--- src/shared/smf_cfg.svh ---
// register offsets, field positions, reset values and limits of the spi master block
`ifndef SMF_CFG_SVH
`define SMF_CFG_SVH

// register indices; byte address is four times the index
`define SMF_IDX_DATA 8'hb8
`define SMF_IDX_CTRL 8'hb9
`define SMF_IDX_STAT 8'hba
`define SMF_IDX_DIV 8'hbb

// control register fields
`define SMF_CTRL_CPHA 0
`define SMF_CTRL_CPOL 1
`define SMF_CTRL_EMT_EN 2
`define SMF_CTRL_OVF_EN 3
`define SMF_CTRL_SS_ACT 4
`define SMF_CTRL_SS_SEL 5
`define SMF_CTRL_MASK 6

// status register fields
`define SMF_STAT_EMT 2
`define SMF_STAT_OVF 3
`define SMF_STAT_RX_EMPTY 4
`define SMF_STAT_RX_FULL 5
`define SMF_STAT_TX_FULL 6
`define SMF_STAT_IDLE 7

// reset values
`define SMF_CTRL_RESET 8'h00
`define SMF_DIV_RESET 8'h1f

// fifo depth
`define SMF_FIFO_DEPTH 16

`endif

--- src/shared/smf_pkg.sv ---
// types of the spi master block
package smf_pkg;

    // serial engine states
    typedef enum logic [2:0] {
        SMF_ST_IDLE = 3'b001,
        SMF_ST_LEAD = 3'b010,
        SMF_ST_TRAIL = 3'b100
    } smf_state_t;

endpackage : smf_pkg

--- src/verilog/smf_top.sv ---
// spi master with transmit and receive fifos behind an apb slave
//
// Local design decision: the APB interface to the registers.
`include "smf_cfg.svh"

module smf_top #(
    parameter int FIFO_DEPTH = `SMF_FIFO_DEPTH,
    parameter int ADDR_W = 12
) (
    input wire logic core_clk,
    input wire logic srst,
    input wire logic psel,
    input wire logic penable,
    input wire logic pwrite,
    input wire logic [ADDR_W-1:0] paddr,
    input wire logic [31:0] pwdata,
    output logic [31:0] prdata,
    output logic pready,
    output logic pslverr,
    output logic serial_clock_line,
    output logic serial_out_line,
    input wire logic serial_in_line,
    output logic [1:0] slave_select_n,
    output logic irq_n
);

    if (ADDR_W < 10) begin : g_bad_addr_w
        $error("smf_top: ADDR_W must reach the register window");
    end

    // ****************************************
    // address decode
    // ****************************************

    function automatic logic hits(input logic [ADDR_W-1:0] addr, input logic [7:0] idx);
        hits = (addr == ADDR_W'({idx, 2'b00}));
    endfunction : hits

    wire sel_data = hits(paddr, `SMF_IDX_DATA);
    wire sel_ctrl = hits(paddr, `SMF_IDX_CTRL);
    wire sel_stat = hits(paddr, `SMF_IDX_STAT);
    wire sel_div = hits(paddr, `SMF_IDX_DIV);
    wire sel_any = sel_data || sel_ctrl || sel_stat || sel_div;

    wire apb_setup = psel && !penable;
    wire apb_done = psel && penable && pready;
    wire wr_done = apb_done && pwrite && sel_any;
    wire rd_done = apb_done && !pwrite && sel_any;

    // ****************************************
    // registers
    // ****************************************

    logic [7:0] ctrl;
    logic [7:0] divisor;
    logic flag_ovf;
    logic flag_emt;

    wire [7:0] wbyte = pwdata[7:0];
    wire ctrl_wr = wr_done && sel_ctrl;
    wire ss_active = ctrl[`SMF_CTRL_SS_ACT];
    wire cpol = ctrl[`SMF_CTRL_CPOL];
    wire cpha = ctrl[`SMF_CTRL_CPHA];
    wire ss_drop = ctrl_wr && ss_active && !wbyte[`SMF_CTRL_SS_ACT];

    // bit 7 of control always reads zero
    always_ff @(posedge core_clk) begin
        if (srst) begin
            ctrl <= `SMF_CTRL_RESET;
        end else if (ctrl_wr) begin
            ctrl <= {1'b0, wbyte[6:0]};
        end
    end

    always_ff @(posedge core_clk) begin
        if (srst) begin
            divisor <= `SMF_DIV_RESET;
        end else if (wr_done && sel_div) begin
            divisor <= wbyte;
        end
    end

    // ****************************************
    // fifos
    // ****************************************

    wire tx_push = wr_done && sel_data;
    wire rx_pop = rd_done && sel_data;
    logic tx_pop;
    logic rx_push;
    logic [7:0] rx_byte;
    logic [7:0] tx_head;
    logic [7:0] rx_head;
    logic tx_empty;
    logic tx_full;
    logic rx_empty;
    logic rx_full;

    // write when full overwrites rather than refuses
    smf_fifo #(
        .WIDTH(8),
        .DEPTH(FIFO_DEPTH)
    ) u_tx_fifo (
        .core_clk(core_clk),
        .srst(srst),
        .flush(ss_drop),
        .push(tx_push),
        .push_data(wbyte),
        .pop(tx_pop),
        .pop_data(tx_head),
        .empty(tx_empty),
        .full(tx_full)
    );

    smf_fifo #(
        .WIDTH(8),
        .DEPTH(FIFO_DEPTH)
    ) u_rx_fifo (
        .core_clk(core_clk),
        .srst(srst),
        .flush(ss_drop),
        .push(rx_push),
        .push_data(rx_byte),
        .pop(rx_pop),
        .pop_data(rx_head),
        .empty(rx_empty),
        .full(rx_full)
    );

    // ****************************************
    // serial input synchroniser
    // ****************************************

    logic sin_meta;
    logic sin_sync;

    always_ff @(posedge core_clk) begin
        if (srst) begin
            sin_meta <= 1'b0;
            sin_sync <= 1'b0;
        end else begin
            sin_meta <= serial_in_line;
            sin_sync <= sin_meta;
        end
    end

    // ****************************************
    // serial engine
    // ****************************************

    smf_pkg::smf_state_t state;
    smf_pkg::smf_state_t next_state;
    logic [7:0] half_cnt;
    logic [2:0] bit_cnt;
    logic [7:0] tx_sh;
    logic [7:0] rx_sh;

    wire half_end = (half_cnt == 8'h00);
    wire start = (state == smf_pkg::SMF_ST_IDLE) && ss_active && !tx_empty && !ss_drop;
    wire lead_edge = (state == smf_pkg::SMF_ST_LEAD) && half_end;
    wire trail_edge = (state == smf_pkg::SMF_ST_TRAIL) && half_end;
    wire byte_end = trail_edge && (bit_cnt == 3'h0);
    wire sample_now = cpha ? trail_edge : lead_edge;
    wire [7:0] rx_next = {rx_sh[6:0], sin_sync};

    assign tx_pop = start;
    assign rx_push = byte_end;
    assign rx_byte = cpha ? rx_next : rx_sh;

    always_comb begin
        next_state = state;
        unique case (state)
            smf_pkg::SMF_ST_IDLE: begin
                if (start) begin
                    next_state = smf_pkg::SMF_ST_LEAD;
                end
            end
            smf_pkg::SMF_ST_LEAD: begin
                if (half_end) begin
                    next_state = smf_pkg::SMF_ST_TRAIL;
                end
            end
            smf_pkg::SMF_ST_TRAIL: begin
                if (byte_end) begin
                    next_state = smf_pkg::SMF_ST_IDLE;
                end else if (half_end) begin
                    next_state = smf_pkg::SMF_ST_LEAD;
                end
            end
            default: begin
                next_state = smf_pkg::SMF_ST_IDLE;
            end
        endcase
    end

    // clearing slave select aborts any byte in flight
    always_ff @(posedge core_clk) begin
        if (srst || ss_drop) begin
            state <= smf_pkg::SMF_ST_IDLE;
        end else begin
            state <= next_state;
        end
    end

    // half period lasts divisor plus one core cycles
    always_ff @(posedge core_clk) begin
        if (srst || start || half_end) begin
            half_cnt <= divisor;
        end else begin
            half_cnt <= half_cnt - 8'h01;
        end
    end

    always_ff @(posedge core_clk) begin
        if (srst || start) begin
            bit_cnt <= 3'h7;
        end else if (trail_edge) begin
            bit_cnt <= bit_cnt - 3'h1;
        end
    end

    // phase 0 shifts on trailing edge, phase 1 on leading edge
    always_ff @(posedge core_clk) begin
        if (srst) begin
            tx_sh <= 8'h00;
        end else if (start) begin
            tx_sh <= cpha ? tx_head : {tx_head[6:0], 1'b0};
        end else if ((cpha && lead_edge) || (!cpha && trail_edge)) begin
            tx_sh <= {tx_sh[6:0], 1'b0};
        end
    end

    always_ff @(posedge core_clk) begin
        if (srst || start) begin
            rx_sh <= 8'h00;
        end else if (sample_now) begin
            rx_sh <= rx_next;
        end
    end

    // ****************************************
    // pin outputs
    // ****************************************

    always_ff @(posedge core_clk) begin
        if (srst) begin
            serial_out_line <= 1'b0;
        end else if (start && !cpha) begin
            serial_out_line <= tx_head[7];
        end else if (cpha && lead_edge) begin
            serial_out_line <= tx_sh[7];
        end else if (!cpha && trail_edge && !byte_end) begin
            serial_out_line <= tx_sh[7];
        end
    end

    // idle level follows polarity, toggles at each half end
    always_ff @(posedge core_clk) begin
        if (srst) begin
            serial_clock_line <= 1'b0;
        end else if (state == smf_pkg::SMF_ST_IDLE) begin
            serial_clock_line <= cpol;
        end else if (lead_edge) begin
            serial_clock_line <= !cpol;
        end else if (trail_edge) begin
            serial_clock_line <= cpol;
        end
    end

    wire [1:0] next_ss_n = {
        !(ss_active && ctrl[`SMF_CTRL_SS_SEL]),
        !(ss_active && !ctrl[`SMF_CTRL_SS_SEL])
    };

    always_ff @(posedge core_clk) begin
        if (srst) begin
            slave_select_n <= 2'b11;
        end else begin
            slave_select_n <= next_ss_n;
        end
    end

    // ****************************************
    // status flags and interrupt
    // ****************************************

    wire stat_wr = wr_done && sel_stat;
    wire ovf_event = tx_push && tx_full && !tx_pop;
    wire emt_event = byte_end && tx_empty;
    wire engine_idle = (state == smf_pkg::SMF_ST_IDLE) && tx_empty;

    // a set in the clearing cycle wins
    always_ff @(posedge core_clk) begin
        if (srst) begin
            flag_ovf <= 1'b0;
            flag_emt <= 1'b0;
        end else begin
            flag_ovf <= ovf_event || (flag_ovf && !(stat_wr && wbyte[`SMF_STAT_OVF]));
            flag_emt <= emt_event || (flag_emt && !(stat_wr && wbyte[`SMF_STAT_EMT]));
        end
    end

    wire irq_req = !ctrl[`SMF_CTRL_MASK]
        && ((flag_ovf && ctrl[`SMF_CTRL_OVF_EN]) || (flag_emt && ctrl[`SMF_CTRL_EMT_EN]));

    always_ff @(posedge core_clk) begin
        if (srst) begin
            irq_n <= 1'b1;
        end else begin
            irq_n <= !irq_req;
        end
    end

    wire [7:0] stat_val = {
        engine_idle,
        tx_full,
        rx_full,
        rx_empty,
        flag_ovf,
        flag_emt,
        2'b00
    };

    // ****************************************
    // apb answer
    // ****************************************

    wire [7:0] rd_mux = sel_data ? rx_head :
        sel_ctrl ? ctrl :
        sel_stat ? stat_val :
        sel_div ? divisor : 8'h00;

    // one wait-free access phase; data captured at setup
    always_ff @(posedge core_clk) begin
        if (srst) begin
            pready <= 1'b0;
            pslverr <= 1'b0;
            prdata <= 32'h0000_0000;
        end else begin
            pready <= apb_setup;
            pslverr <= apb_setup && !sel_any;
            if (apb_setup && !pwrite) begin
                prdata <= {24'h00_0000, rd_mux};
            end
        end
    end

endmodule : smf_top

--- src/verilog/smf_fifo.sv ---
// byte fifo that overwrites on push when full
module smf_fifo #(
    parameter int WIDTH = 8,
    parameter int DEPTH = 16
) (
    input wire logic core_clk,
    input wire logic srst,
    input wire logic flush,
    input wire logic push,
    input wire logic [WIDTH-1:0] push_data,
    input wire logic pop,
    output logic [WIDTH-1:0] pop_data,
    output logic empty,
    output logic full
);

    localparam int AW = $clog2(DEPTH);

    if (DEPTH < 2 || (1 << AW) != DEPTH) begin : g_bad_depth
        $error("smf_fifo: DEPTH must be a power of two, at least 2");
    end
    if (WIDTH < 1) begin : g_bad_width
        $error("smf_fifo: WIDTH must be positive");
    end

    logic [WIDTH-1:0] mem [DEPTH];
    logic [AW-1:0] wp;
    logic [AW-1:0] rp;
    logic [AW:0] count;

    wire do_pop = pop && !empty;
    wire do_push = push;

    assign pop_data = mem[rp];
    assign empty = (count == '0);
    assign full = (count == (AW+1)'(DEPTH));

    always_ff @(posedge core_clk) begin
        if (do_push) begin
            mem[wp] <= push_data;
        end
    end

    // on a full push without a pop the write pointer laps; read pointer and count stay
    always_ff @(posedge core_clk) begin
        if (srst || flush) begin
            wp <= '0;
            rp <= '0;
            count <= '0;
        end else begin
            if (do_push) begin
                wp <= wp + AW'(1);
            end
            if (do_pop) begin
                rp <= rp + AW'(1);
            end
            if (do_push && !do_pop && !full) begin
                count <= count + (AW+1)'(1);
            end else if (do_pop && !do_push) begin
                count <= count - (AW+1)'(1);
            end
        end
    end

endmodule : smf_fifo

--- config.mk ---
export PLATFORM = sky130hd
export DESIGN_NAME = smf_top
export DESIGN_NICKNAME = d
export VERILOG_FILES = /design/src/shared/smf_pkg.sv /design/src/verilog/smf_top.sv /design/src/verilog/smf_fifo.sv
export VERILOG_INCLUDE_DIRS = /design/src /design/src/shared
export SDC_FILE = /design/constraint.sdc
export NUM_CORES = 1
export LEC_CHECK = 0
export ABC_AREA = 1
export ABC_CLOCK_PERIOD_IN_PS = 5300
export BUFFER_PORTS_ARGS = -buffer_cell sky130_fd_sc_hd__buf_2
export CAP_MARGIN = 20
export CELL_PAD_IN_SITES_DETAIL_PLACEMENT = 0
export CELL_PAD_IN_SITES_GLOBAL_PLACEMENT = 1
export CORE_AREA = 3 3 189 191
export CTS_BUF_LIST = sky130_fd_sc_hd__clkbuf_4 sky130_fd_sc_hd__clkbuf_8
export CTS_CLUSTER_SIZE = 14
export DETAILED_ROUTE_END_ITERATION = 8
export DIE_AREA = 0 0 192 194
export PLACE_DENSITY_LB_ADDON = 0.08
export SYNTH_ARGS = -nofsm -noshare
export SYNTH_HDL_FRONTEND = slang
export SYNTH_SLANG_ARGS = --single-unit
--- constraint.sdc ---
create_clock -name core_clk -period 5.3 [get_ports core_clk]
set_input_delay 0 -clock core_clk [delete_from_list [all_inputs] [get_ports core_clk]]
set_output_delay 0 -clock core_clk [all_outputs]
set_load 0.02 [all_outputs]
Word-level counts from Yosys, hierarchy flattened
Memories as Yosys holds them, arrays and structs flattened. A register that Yosys moved wholly into a read port is not among the register bits.
Cells that the tools add are included.
{ "classes": {"n_addsub": 10, "n_eq_ne": 12, "n_mux": 33, "n_reduce_logical": 90} }
{ "op_table": {"columns": ["cell", "count"], "rows": [
  ["$mux 8", 9],
  ["$eq 12x10->1 const B", 4],
  ["$logic_and 1x1->1", 47],
  ["$logic_not 1->1", 23],
  ["$mux 5", 4],
  ["$add 4x1->4 const B", 4],
  ["$mux 4", 4],
  ["$mux 3", 4],
  ["$mux 1", 11],
  ["$add 5x1->5 const B", 2],
  ["$eq 5x5->1 const B", 2],
  ["$logic_not 5->1", 2],
  ["$logic_or 1x1->1", 10],
  ["$sub 5x1->5 const B", 2],
  ["$pmux 3 s3", 1],
  ["$logic_not 8->1", 1],
  ["$sub 8x1->8 const B", 1],
  ["$reduce_bool 2->1", 3],
  ["$reduce_bool 3->1", 2],
  ["$ne 2x2->1 const B", 2],
  ["$eq 3x1->1 const B", 1],
  ["$eq 3x2->1 const B", 1],
  ["$eq 3x3->1 const B", 1],
  ["$logic_not 3->1", 1],
  ["other kinds (3)", 3]
]} }
{ "totals": {"ff_bits": 90, "ramBits": 256, "input_bits": 50, "output_inout_bits": 39, "wordCells": 171, "memories": 2} }
{ "mem_list": {"columns": ["name", "depth", "word_bits", "read_ports", "rd_clocked_by_memory_dff", "write_ports", "line_no", "text"], "rows": [
  ["u_rx_fifo.mem", 16, 8, 1, 1, 1, "smf_fifo.sv:26", "logic [WIDTH-1:0] mem [DEPTH];"],
  ["u_tx_fifo.mem", 16, 8, 1, 1, 1, "smf_fifo.sv:26", null]
]} }

Logic depth before layout (Yosys ltp)
Gate-level depths: netlist (run 1).
{ "logic_depth": {"word_depth": 15, "depth_mapped": 18, "mapped_depth_nobuf": 18} }

Modules after synthesis
Synthesis (run 1) repeated with hierarchy kept, for this count alone.
{ "unflattened": {"hier_cells": 1587, "hier_area_um2": 15934.0} }
{ "modules_own_cells": {"columns": ["module", "n_inst", "cells_per_inst", "area_per_inst_um2", "seq_area_each_um2"], "rows": [
  ["smf_fifo at u_rx_fifo", 1, 539, 6209.7, 4184.0],
  ["smf_fifo at u_tx_fifo", 1, 539, 6202.2, 4184.0],
  ["smf_top", 1, 509, 3522.1, 1281.2]
]} }

Worst setup path after synthesis (run 1)
No wires, ideal clock.
{ "synth_path": {"kind": "register to register", "startpoint": "reg pready", "endpoint": "reg u_tx_fifo.count[4]", "setup_ns": 0.115, "arrival_ns": 2.440, "required_time_ns": 5.185, "slack_ns": 2.745, "stages_incl_launch_ff": 15, "cell_sequence": "dfxtp_1 nand3_1 inv_2 nand2_2 nor2_1 nand3_4 nand2_8 buf_2 nand3_1 ha_1 a21o_1 a31oi_1 nand2_1 a21oi_1 nor2_1"} }
{ "synth_via": {"elab_chain_cells": 13, "word_cells_on_any_way": 18} }
{ "synth_lines": {"columns": ["element", "line_no", "text"], "rows": [
  ["start: declaration", "smf_top.sv:18", "output logic pready,"],
  ["start signal: assignment", "smf_top.sv:340", "pready <= apb_setup;"],
  ["$logic_and 1x1->1 (*)", "smf_top.sv:46", "wire apb_done = psel && penable && pready;"],
  ["$logic_and 1x1->1 (*) (2 in series)", "smf_top.sv:47", "wire wr_done = apb_done && pwrite && sel_any;"],
  ["$logic_and 1x1->1", "smf_top.sv:60", "wire ctrl_wr = wr_done && sel_ctrl;"],
  ["$logic_and 1x1->1 (2 in series)", "smf_top.sv:64", "wire ss_drop = ctrl_wr && ss_active && !wbyte[`SMF_CTRL_SS_ACT];"],
  ["$logic_not 1->1", "smf_top.sv:159", "wire start = (state == smf_pkg::SMF_ST_IDLE) && ss_active && !tx_empty && !ss_drop;"],
  ["$logic_and 1x1->1", "smf_top.sv:159", null],
  ["$logic_and 1x1->1", "smf_fifo.sv:31", "wire do_pop = pop && !empty;"],
  ["$logic_not 1->1", "smf_fifo.sv:57", "if (do_push && !do_pop && !full) begin"],
  ["$logic_and 1x1->1 (2 in series)", "smf_fifo.sv:57", null],
  ["$mux 5 or $reduce_bool 2->1 (tied branches)", null, null],
  ["end signal: assignment", "smf_fifo.sv:58", "count <= count + (AW+1)'(1);"],
  ["end signal: assignment", "smf_fifo.sv:60", "count <= count - (AW+1)'(1);"],
  ["end: declaration", "smf_fifo.sv:29", "logic [AW:0] count;"]
]} }
Mark *: on every way between the ends. The rest lies on a longest branch, timed or not.
A chain may end at the register's enable or synchronous reset.

Worst setup path in the final report (run 1)
{ "layout_path": {"startpoint": "in paddr[6]", "endpoint": "reg u_tx_fifo.count[4]"} }
{ "layout_via": {"elab_chain_cells": 15, "word_cells_on_any_way": 23} }
{ "layout_lines": {"columns": ["element", "line_no", "text"], "rows": [
  ["start: declaration", "smf_top.sv:15", "input wire logic [ADDR_W-1:0] paddr,"],
  ["$eq 12x10->1", "smf_top.sv:36", "hits = (addr == ADDR_W'({idx, 2'b00}));"],
  ["$logic_or 1x1->1 (3 in series)", "smf_top.sv:43", "wire sel_any = sel_data || sel_ctrl || sel_stat || sel_div;"],
  ["$logic_and 1x1->1", "smf_top.sv:47", null],
  ["$logic_and 1x1->1", "smf_top.sv:60", null],
  ["$logic_and 1x1->1 (2 in series)", "smf_top.sv:64", null],
  ["$logic_not 1->1", "smf_top.sv:159", null],
  ["$logic_and 1x1->1", "smf_top.sv:159", null],
  ["$logic_and 1x1->1", "smf_fifo.sv:31", null],
  ["$logic_not 1->1", "smf_fifo.sv:57", null],
  ["$logic_and 1x1->1 (2 in series)", "smf_fifo.sv:57", null],
  ["$mux 5 or $reduce_bool 2->1 (tied branches)", null, null]
]} }
Parallel ways exist; a longest one is shown, timed or not.

==> results of run 1 <==
-- power breakdown --
part / switching, mW / internal (mW)
Clock: 1.08 / 1.29
Combinational: 0.112 / 0.0525
Sequential: 0.0130 / 2.96
-- worst reg2reg max path: cells and delay by family (launching register included) --
| kind | cells | cell delay [ps] |
|---|---|---|
| DFF | 1 | 300 |
| adders and majority gates | 2 | 640 |
| and+or+nand+nor | 9 | 1880 |
| buffers and inverters | 2 | 160 |
| AOI/OAI and AO/OA | 2 | 370 |
-- registers in the layout, summed over array words and instances, names as in the netlist, 5 cells and up, named ones only --
name / cells
prdata: 8
rx_sh: 8
u_tx_fifo.mem: 128
u_rx_fifo.count: 5
ctrl: 7
tx_sh: 8
u_tx_fifo.count: 5
half_cnt: 8
u_rx_fifo.mem: 128
divisor: 8
-- routing by layer --
| metal | GRT usage [%] | wire length [µm] |
|---|---|---|
| met5 | 0 | 0 |
| met4 | 6.96 | 1070 |
| met3 | 3.71 | 1550 |
| met2 | 33.5 | 18200 |
| met1 | 27.4 | 17200 |
-- cell type report --
class | instances | area [µm²]
clock inverter | 19 | 85.1
clock buffer | 91 | 1080
multi-input combinational | 946 | 4770
timing repair buffer | 88 | 657
tap | 455 | 569
inverter | 156 | 587
sequential | 354 | 9660
fill | 3127 | 16900
-- Yosys cell counts, drive strengths merged, types with 3 or more instances --
master    n
nand2   211
nor4      3
a211oi   11
o21ai   152
dfxtp    98
buf      51
nand3   117
nor2    223
nor3     10
xor2     13
clkbuf   37
inv     154
edfxtp  256
a21oi    70
xnor2     4
ha       19
nand4    12
o211ai   60
-- worst paths after layout --
kind | start | endpoint | slack [ps]
setup / recovery | paddr[6] | u_tx_fifo.count[4]$_SDFFE_PP0P_ | 1320
hold / removal | paddr[7] | pslverr$_SDFF_PP0_ | 110
setup reg to reg | half_cnt[0]$_DFF_P_ | u_rx_fifo.count[4]$_SDFFE_PP0P_ | 1840
hold reg to reg | sin_meta$_SDFF_PP0_ | sin_sync$_SDFF_PP0_ | 430
-- through the flow --
stage / utilization (%) / instances / worst slack, ps / hold slack [ps] / power (mW)
after floorplan: - / 1544 / 2750 / 98.9 / 3.14
after global placement: 46.3 / 1963 / 1860 / 226 / 3.18
after detailed placement: 46.4 / 1965 / 1810 / 232 / 3.18
after CTS: 50.7 / 2107 / 1390 / 46.8 / 5.57
after global routing: 50.8 / 2109 / 1080 / 131 / 5.71
final: 50.8 / 2109 / 1320 / 111 / 5.51
-- layout by cell type, fill, tap and decap left out, types with 2 or more instances in the layout --
master / Yosys / layout
nand3_2: 2 / 2
dfxtp_2: 0 / 2
clkinvlp_4: 0 / 2
clkbuf_4: 0 / 28
inv_2: 9 / 9
xor2_1: 13 / 13
nand2_1: 199 / 199
nor3_1: 8 / 8
clkinv_1: 1 / 13
edfxtp_1: 256 / 256
nand3_1: 114 / 114
conb_1: 1 / 24
o221ai_1: 2 / 2
a31oi_1: 2 / 2
nor2_2: 4 / 4
inv_1: 145 / 145
nand2_2: 10 / 10
o21ai_1: 5 / 11
nor2_4: 5 / 5
fa_1: 2 / 2
o211ai_1: 60 / 60
or2_2: 2 / 2
clkinv_2: 1 / 6
nor4_1: 3 / 3
ha_1: 19 / 19
a21oi_1: 70 / 70
dlygate4sd3_1: 0 / 32
buf_4: 25 / 14
a211oi_1: 11 / 11
dfxtp_1: 98 / 95
nor2_1: 214 / 214
a21o_1: 2 / 2
buf_2: 15 / 40
clkbuf_8: 0 / 63
o22ai_1: 2 / 2
xnor2_1: 4 / 4
nand4_1: 11 / 11
o21ai_0: 147 / 141
-- kinds of logic after synthesis --
logic type / count (synthesis) / share of synthesized area (%)
AO/OA/AOI/OAI: 305 / 11.3
XOR/XNOR: 17 / 0.968
adder cells (fa/ha/maj): 21 / 1.81
buffers and inverters: 244 / 6.79
flip-flops: 354 / 62.7
other: 1 / 0.0244
AND/OR/NAND/NOR: 579 / 16.4
==> flow_summary_export.csv, run 1 <==
group,metric,value,unit
status,status,"finished clean",
logic_synthesis,synth-edff-count,256,
global_route,grt_util_all_layers,20.4,%
floorplan,die_y,194,µm
logic_synthesis,yosys.area.top_type,"edfxtp_1",
clock_network,cts_setup_buffers,0,
worst_setup_path,rr_worst_depth,15,
worst_setup_path,crit_chain,"dlygate4sd3_1, buf_2, nand2_1, dlygate4sd3_1, nor2_1, dlygate4sd3_1, nand2_1, dlygate4sd3_1, nor2_4, nand3_4, nand2_8, nand3_1, ha_1, a21o_1, a31oi_1, inv_1, nand2_1, nand3_1, nand2_1, nor2_1",
clock_network,cts_tree,"yes",
clock_network,cts_inserted_buffers,61,
cells_and_area,drive_above_1_share,11.9,%
floorplan,core-area,34300,µm²
clock_network,ctsResizeCount,0,
cells_and_area,finish.instance_area,17400,µm²
logic_synthesis,synth_flop_cell,"edfxtp_1",
cells_and_area,diodes,0,
logic_synthesis,synth_top_area_share,50.0,%
job,maxCapViolations,0,
logic_synthesis,ys_async_sr_fraction,0,%
timing,rsz0062_at_grt,"false",
logic_synthesis,yosysWarnings,0,
logic_synthesis,seq_area_frac_synth,62.7,%
timing,post-route-period-util,75.1,%
worst_setup_path,worst_setup_path_end_kind,"flip-flop",
power_and_ir_drop,pwr_density_cell,316,nW/µm²
floorplan,placementRows,68,
hold_path,min_path_cells,6,
route,first_iter_violations,652,
timing,finalHoldViolations,0,
global_route,overflow,0,
logic_synthesis,syn_area,15400,µm²
worst_setup_path,crit_cells,20,
floorplan,start_util,44.9,%
worst_setup_path,max_stage_delay,630,ps
global_route,grt_pass1_wl,58.3,mm
route,drc_errors,0,
logic_synthesis,avgSynthCellArea,10.1,µm²
placement,port_buffers,40,
worst_setup_path,worstPathRequired,5810,ps
clock_network,clockRootBuffer,"clkbuf_8",
global_route,antenna_found_initial,0,
hold_path,worstHoldPathType,"input port to flip-flop",
timing,tns,0,ps
clock_network,htreeDepth,2,
placement,place.detailed.hpwl,23.8,mm
worst_setup_path,cp_slowest_cell,"dlygate4sd3_1",
worst_setup_path,crit_arrival,4500,ps
floorplan,die_w,192,µm
logic_synthesis,yosys-top-cells-area,"edfxtp_1 (50%), dfxtp_1 (13%), nor2_1 (5.2%)",
timing,tightest_slew,912,ps
route,wirelength,38.0,mm
global_route,grt_max_degree,69,
clock_network,clock_latency,630,ps
power_and_ir_drop,ir_drop,0.196,mV
logic_synthesis,yosys.cell_types.count,47,
route,vias,10772,
timing,setup_viol,0,
route,first_pass_iters,5,
worst_setup_path,path_max_fanout,19,
cells_and_area,final_nets,1678,
worst_setup_path,path_delay_family,"buffers and inverters",
timing,drv_slew,0,
floorplan,io_pins,89,
placement,placed_area,15900,µm²
logic_synthesis,synth_cells,1521,
timing,skew,15.8,ps
worst_setup_path,crit_path_start_kind,"input port",
route,wire_per_inst,18.0,µm
cells_and_area,syn_to_final_growth,13.2,%
power_and_ir_drop,leakage,6.49,nW
placement,gp_congestion,0.829,
route,ant_nets,0,
timing,slew-limit-headroom,39.0,%
floorplan,dieArea,37200,µm²
worst_setup_path,critical_path_class,"input port to flip-flop",
clock_network,cts_sinks,354,
route,vias_per_cell,5.11,
worst_setup_path,crit_buf_inv,6,
clock_network,clkTransAtPathRegs,60,ps
logic_synthesis,synth_seq_cells,354,
timing,fin_crit,3980,ps
timing,max_freq,0.251,GHz
clock_network,clk_path_buf_depth,3,
global_route,grt_pass1_vias,10437,
clock_network,ctsHoldBuffers,32,
Power figures use the tool's default switching activity.
==> run 2, diff against run 1 <==
--- a/config.mk
+++ b/config.mk
@@ -7,7 +7,7 @@
 export NUM_CORES = 1
 export LEC_CHECK = 0
 export ABC_AREA = 1
-export ABC_CLOCK_PERIOD_IN_PS = 5300
+export ABC_CLOCK_PERIOD_IN_PS = 3700
 export BUFFER_PORTS_ARGS = -buffer_cell sky130_fd_sc_hd__buf_2
 export CAP_MARGIN = 20
 export CELL_PAD_IN_SITES_DETAIL_PLACEMENT = 0
==> constraint.sdc (replaced) <==
create_clock -name core_clk -period 3.7 [get_ports core_clk]
set_input_delay 0 -clock core_clk [delete_from_list [all_inputs] [get_ports core_clk]]
set_output_delay 0 -clock core_clk [all_outputs]
set_load 0.02 [all_outputs]
==> flow_summary_export.csv, run 2 (same netlist as run 1, synthesis figures left out) <==
group,metric,value,unit
status,status,"finished clean",
clock_network,cts_setup_buffers,0,
route,first_iter_violations,685,
cells_and_area,fillers,3168,
global_route,grt_max_degree,78,
floorplan,die_w,192,µm
route,first_pass_iters,5,
floorplan,io_pins,89,
global_route,grt_pass1_wl,59.0,mm
hold_path,worstHoldPathType,"input port to flip-flop",
cells_and_area,drive_above_1_share,13.1,%
clock_network,clkTransAtPathRegs,60,ps
timing,max_freq,0.292,GHz
timing,tightest_slew,1020,ps
global_route,grt_pass1_vias,10522,
floorplan,placementRows,68,
timing,post-route-period-util,92.6,%
power_and_ir_drop,power,8.14,mW
global_route,grt_util_all_layers,20.7,%
cells_and_area,layout_common_cells,"edfxtp_1 (256), nor2_1 (214), nand2_1 (199)",
cells_and_area,finish.instance_area,17600,µm²
cells_and_area,diodes,0,
power_and_ir_drop,pwr_density_cell,462,nW/µm²
worst_setup_path,worstPathRequired,4230,ps
clock_network,htreeDepth,2,
clock_network,clock_latency,640,ps
clock_network,cts_inserted_buffers,60,
cells_and_area,multi_input_area,4780,µm²
cells_and_area,layout_commonest_cell,"edfxtp_1",
worst_setup_path,path_max_fanout,11,
floorplan,die_y,194,µm
timing,skew,33.3,ps
cells_and_area,top_regs,"u_rx_fifo.mem: 128 flops, u_tx_fifo.mem: 128 flops",
clock_network,clockRootBuffer,"clkbuf_8",
cells_and_area,syn_to_final_growth,14.6,%
timing,finalHoldViolations,0,
cells_and_area,final_nets,1689,
cells_and_area,final-seq-area,9660,µm²
placement,place.detailed.hpwl,24.2,mm
global_route,antenna_found_initial,0,
power_and_ir_drop,ir_drop,0.320,mV
worst_setup_path,ff2ff_setup_slack,880,ps
clock_network,cts_sinks,354,
placement,placed_area,16000,µm²
global_route,overflow,0,
timing,fin_crit,3430,ps
route,vias_per_cell,5.13,
clock_network,cts_tree,"yes",
timing,slew-limit-headroom,31.6,%
worst_setup_path,worst_setup_path_end_kind,"flip-flop",
placement,gp_congestion,0.832,
power_and_ir_drop,leakage,6.61,nW
floorplan,start_util,44.9,%
timing,holdWs,77.3,ps
timing,rsz0062_at_grt,"false",
job,maxCapViolations,0,
route,wire_per_inst,18.0,µm
route,wirelength,38.3,mm
timing,setup_viol,0,
timing,drv_slew,0,
route,vias,10908,
timing,tns,0,ps
worst_setup_path,crit_arrival,3960,ps
placement,port_buffers,40,
worst_setup_path,critical_path_class,"input port to flip-flop",
route,drc_errors,0,
floorplan,core-area,34300,µm²
route,ant_nets,0,
clock_network,clk_path_buf_depth,3,
worst_setup_path,crit_path_start_kind,"input port",
floorplan,dieArea,37200,µm²
## run 2: cell types whose count changed in the layout (fill, tap and decap cells not counted), sizes merged
| cell | before | now |
|---|---|---|
| bufinv | 0 | 2 |
| dlygate4sd3 | 32 | 30 |
| buf | 56 | 70 |
| clkinv | 19 | 16 |
| clkbuf | 91 | 96 |
## run 2: cell type report
class / instances / share of cell area, %
Timing Repair Buffer: 100 / 4.33
Inverter: 156 / 3.33
Clock buffer: 96 / 6.43
Sequential cell: 354 / 54.8
Multi-Input combinational cell: 946 / 27.1
Tap cell: 455 / 3.23
Clock inverter: 18 / 0.760
## run 2: power breakdown
part	internal [mW]	switching [mW]	total (mW)
clock	2.07	1.57	3.64
combinational	0.0749	0.163	0.237
sequential	4.24	0.0185	4.26
## run 2: worst max-delay path, stage by stage
cell and delay (ps):
dlygate4sd3_1 540, buf_2 120, inv_1 80, nand2_2 70, dlygate4sd3_1 610, nor2_2 220
nand2_1 150, nor2_1 120, buf_4 200, nand2_1 110, nor2_2 400, nand3_2 250
ha_1 380, a21o_1 170, a31oi_1 200, inv_1 60, nand2_1 80, nand3_1 70
nand2_1 60, nor2_1 40
## run 2: path summary, 6_finish.rpt
check / startpoint / end / cells after the start
max: paddr[1] / u_tx_fifo.count[4]$_SDFFE_PP0P_ / 20
min reg2reg: ctrl[5]$_SDFFE_PP0N_ / slave_select_n[1]$_SDFF_PP1_ / 1
min: paddr[10] / ctrl[1]$_SDFFE_PP0N_ / 7
max reg2reg: half_cnt[0]$_DFF_P_ / u_rx_fifo.mem[3][3]$_DFFE_PP_ / 9
## run 2: routing by layer
layer  track usage [%]  wire (µm)  part of all wire, %  vias up
met2              33.6      18300                   48      277
li1                  -          -                    -     5381
met1              28.0      16500                   43     5173
met3              3.92       2230                  5.8       77
met5                 0          0                    0        -
met4              6.93       1210                  3.2        0
## run 2: repair_timing
action / in CTS / in global routing
hold buffers: 30 / 0
endpoints found under the hold margin: 165 / 0
setup endpoints to repair: 0 / 1
gates resized for setup: 0 / 1
## run 2: through the flow
stage / std cells / util (%) / setup slack (ps)
final: 2125 / 51.4 / 272
after global routing: 2125 / 51.4 / 2.35
after CTS: 2125 / 51.4 / 284
after detailed placement: 1981 / 46.8 / 736
after global placement: 1981 / 46.8 / 805
after floorplan: 1544 / - / 1150
==> run 3, diff against run 2 <==
--- a/config.mk
+++ b/config.mk
@@ -12,11 +12,11 @@
 export CAP_MARGIN = 20
 export CELL_PAD_IN_SITES_DETAIL_PLACEMENT = 0
 export CELL_PAD_IN_SITES_GLOBAL_PLACEMENT = 1
-export CORE_AREA = 3 3 189 191
+export CORE_AREA = 3 3 201 203
 export CTS_BUF_LIST = sky130_fd_sc_hd__clkbuf_4 sky130_fd_sc_hd__clkbuf_8
 export CTS_CLUSTER_SIZE = 14
 export DETAILED_ROUTE_END_ITERATION = 8
-export DIE_AREA = 0 0 192 194
+export DIE_AREA = 0 0 204 206
 export PLACE_DENSITY_LB_ADDON = 0.08
 export SYNTH_ARGS = -nofsm -noshare
 export SYNTH_HDL_FRONTEND = slang
==> flow_summary_export.csv, run 3 (same netlist as run 1, synthesis figures left out) <==
group,metric,value,unit
power_and_ir_drop,pwr_density_cell,462,nW/µm²
global_route,antenna_found_initial,0,
floorplan,io_pins,89,
clock_network,clkTransAtPathRegs,60,ps
global_route,overflow,0,
floorplan,placementRows,72,
cells_and_area,syn_to_final_growth,14.5,%
global_route,met2_usage,33.6,%
route,ant_nets,0,
worst_setup_path,ff2ff_setup_slack,890,ps
route,vias_per_cell,4.98,
cells_and_area,finish.instance_area,17600,µm²
worst_setup_path,worstPathRequired,4240,ps
timing,fin_crit,3000,ps
floorplan,die_y,206,µm
hold_path,hold_start,"paddr[5]",
floorplan,start_util,39.8,%
worst_setup_path,crit_arrival,3540,ps
cells_and_area,top_regs,"u_rx_fifo.mem: 128 flops, u_tx_fifo.mem: 128 flops",
placement,place.detailed.hpwl,25.8,mm
timing,layout_setup_ws,699,ps
global_route,grt_pass1_vias,10655,
floorplan,core-area,38600,µm²
power_and_ir_drop,power,8.13,mW
job,maxCapViolations,0,
route,wirelength,40.3,mm
timing,skew,31.1,ps
timing,drv_slew,0,
worst_setup_path,r2r_end,"u_rx_fifo.mem[0][0]$_DFFE_PP_",
power_and_ir_drop,ir_drop,0.255,mV
hold_path,worstHoldPathType,"input port to flip-flop",
route,vias,10845,
route,wire_per_inst,18.5,µm
floorplan,dieArea,42000,µm²
cells_and_area,diodes,0,
timing,max_freq,0.333,GHz
worst_setup_path,crit_end,"u_tx_fifo.count[4]$_SDFFE_PP0P_",
global_route,grt_util_all_layers,19.4,%
global_route,grt_pass1_wl,61.7,mm
timing,finalHoldViolations,0,
placement,placed_area,16100,µm²
route,first_iter_violations,665,
floorplan,die_w,204,µm
worst_setup_path,worst_setup_path_end_kind,"flip-flop",
timing,tns,0,ps
worst_setup_path,rr_worst_depth,9,
worst_setup_path,reg2reg_from,"half_cnt[0]$_DFF_P_",
timing,tightest_slew,925,ps
global_route,busiest_layer,"met2",
global_route,grt_max_degree,67,
cells_and_area,final_nets,1681,
global_route,use_met3,2.85,%
clock_network,clock_latency,670,ps
clock_network,cts_tree,"yes",
placement,port_buffers,40,
timing,slew-limit-headroom,38.3,%
cells_and_area,final_cells,2179,
route,drc_errors,0,
global_route,use_met1,24.8,%
power_and_ir_drop,leakage,6.57,nW
status,status,"finished clean",
placement,pre_cts_ws,855,ps
worst_setup_path,crit_chain,"dlygate4sd3_1, buf_2, inv_2, nand4_2, dlygate4sd3_1, nor2_4, nand3_4, nand2_8, nand3_1, ha_1, a21o_1, a31oi_1, inv_1, nand2_1, nand3_1, nand2_1, nor2_1",
clock_network,cts_inserted_buffers,61,
cells_and_area,drive_above_1_share,12.8,%
route,first_pass_iters,6,
cells_and_area,layout_commonest_cell,"edfxtp_1",
timing,setup_viol,0,
timing,post-route-period-util,81.1,%
worst_setup_path,path_max_fanout,19,
timing,rsz0062_at_grt,"false",
worst_setup_path,cp-startpoint,"paddr[3]",
clock_network,cts_sinks,354,
placement,dp_cells,2037,
cells_and_area,layout_common_cells,"edfxtp_1 (256), nor2_1 (214), nand2_1 (199)",
clock_network,clk_path_buf_depth,3,
worst_setup_path,cp_slowest_cell,"dlygate4sd3_1",
worst_setup_path,crit_path_start_kind,"input port",
clock_network,htreeDepth,2,
clock_network,clockRootBuffer,"clkbuf_8",
placement,gp_congestion,0.792,
worst_setup_path,max_stage_delay,690,ps
worst_setup_path,critical_path_class,"input port to flip-flop",
-- run 3: routing by layer --
metal | up-vias | part of all wire, %
met2 | 237 | 49
met1 | 5160 | 44
met5 | - | 0
met4 | 0 | 2.9
li1 | 5366 | -
met3 | 82 | 4.0
-- run 3: final cells by class --
type,instances,area [µm²]
repair buffers,91,678
clock inverters,14,72.6
flip-flops and latches,354,9660
well taps,518,648
multi-input cells,946,4780
fillers,3766,21000
inverters,156,587
clock buffers,100,1190
-- run 3: power by group --
part / switching [mW] / internal (mW)
registers: 0.0187 / 4.24
clock network: 1.59 / 2.03
logic: 0.173 / 0.0716
-- run 3: metrics by stage --
step	util (%)	hold WS (ps)
after floorplan	-	98.9
after global placement	41.6	223
after detailed placement	41.6	225
after CTS	45.6	9.66
after global routing	45.6	107
final	45.6	86.3
-- run 3: worst min path at each step --
stage               depth (start not counted)                       endpoint
CTS                                         7           ctrl[6]$_SDFFE_PP0N_
floorplan                                   0  u_tx_fifo.mem[0][0]$_DFFE_PP_
detailed placement                          3            sin_meta$_SDFF_PP0_
global placement                            3            sin_meta$_SDFF_PP0_
finish                                      7           ctrl[6]$_SDFFE_PP0N_
global route                                6           ctrl[1]$_SDFFE_PP0N_
-- run 3: repair_timing --
action,in CTS,in global routing
resized for setup,0,0
hold buffers,28,0
endpoints found under the hold margin,164,0
buffers inserted,0,0
-- run 3: worst max-delay path: cells and delay by family --
kind / cells / cell delay (ps)
AO/OA/AOI/OAI: 2 / 380
adder cells (fa/ha/maj): 1 / 400
buffers and inverters: 5 / 1610
AND/OR/NAND/NOR: 9 / 1150
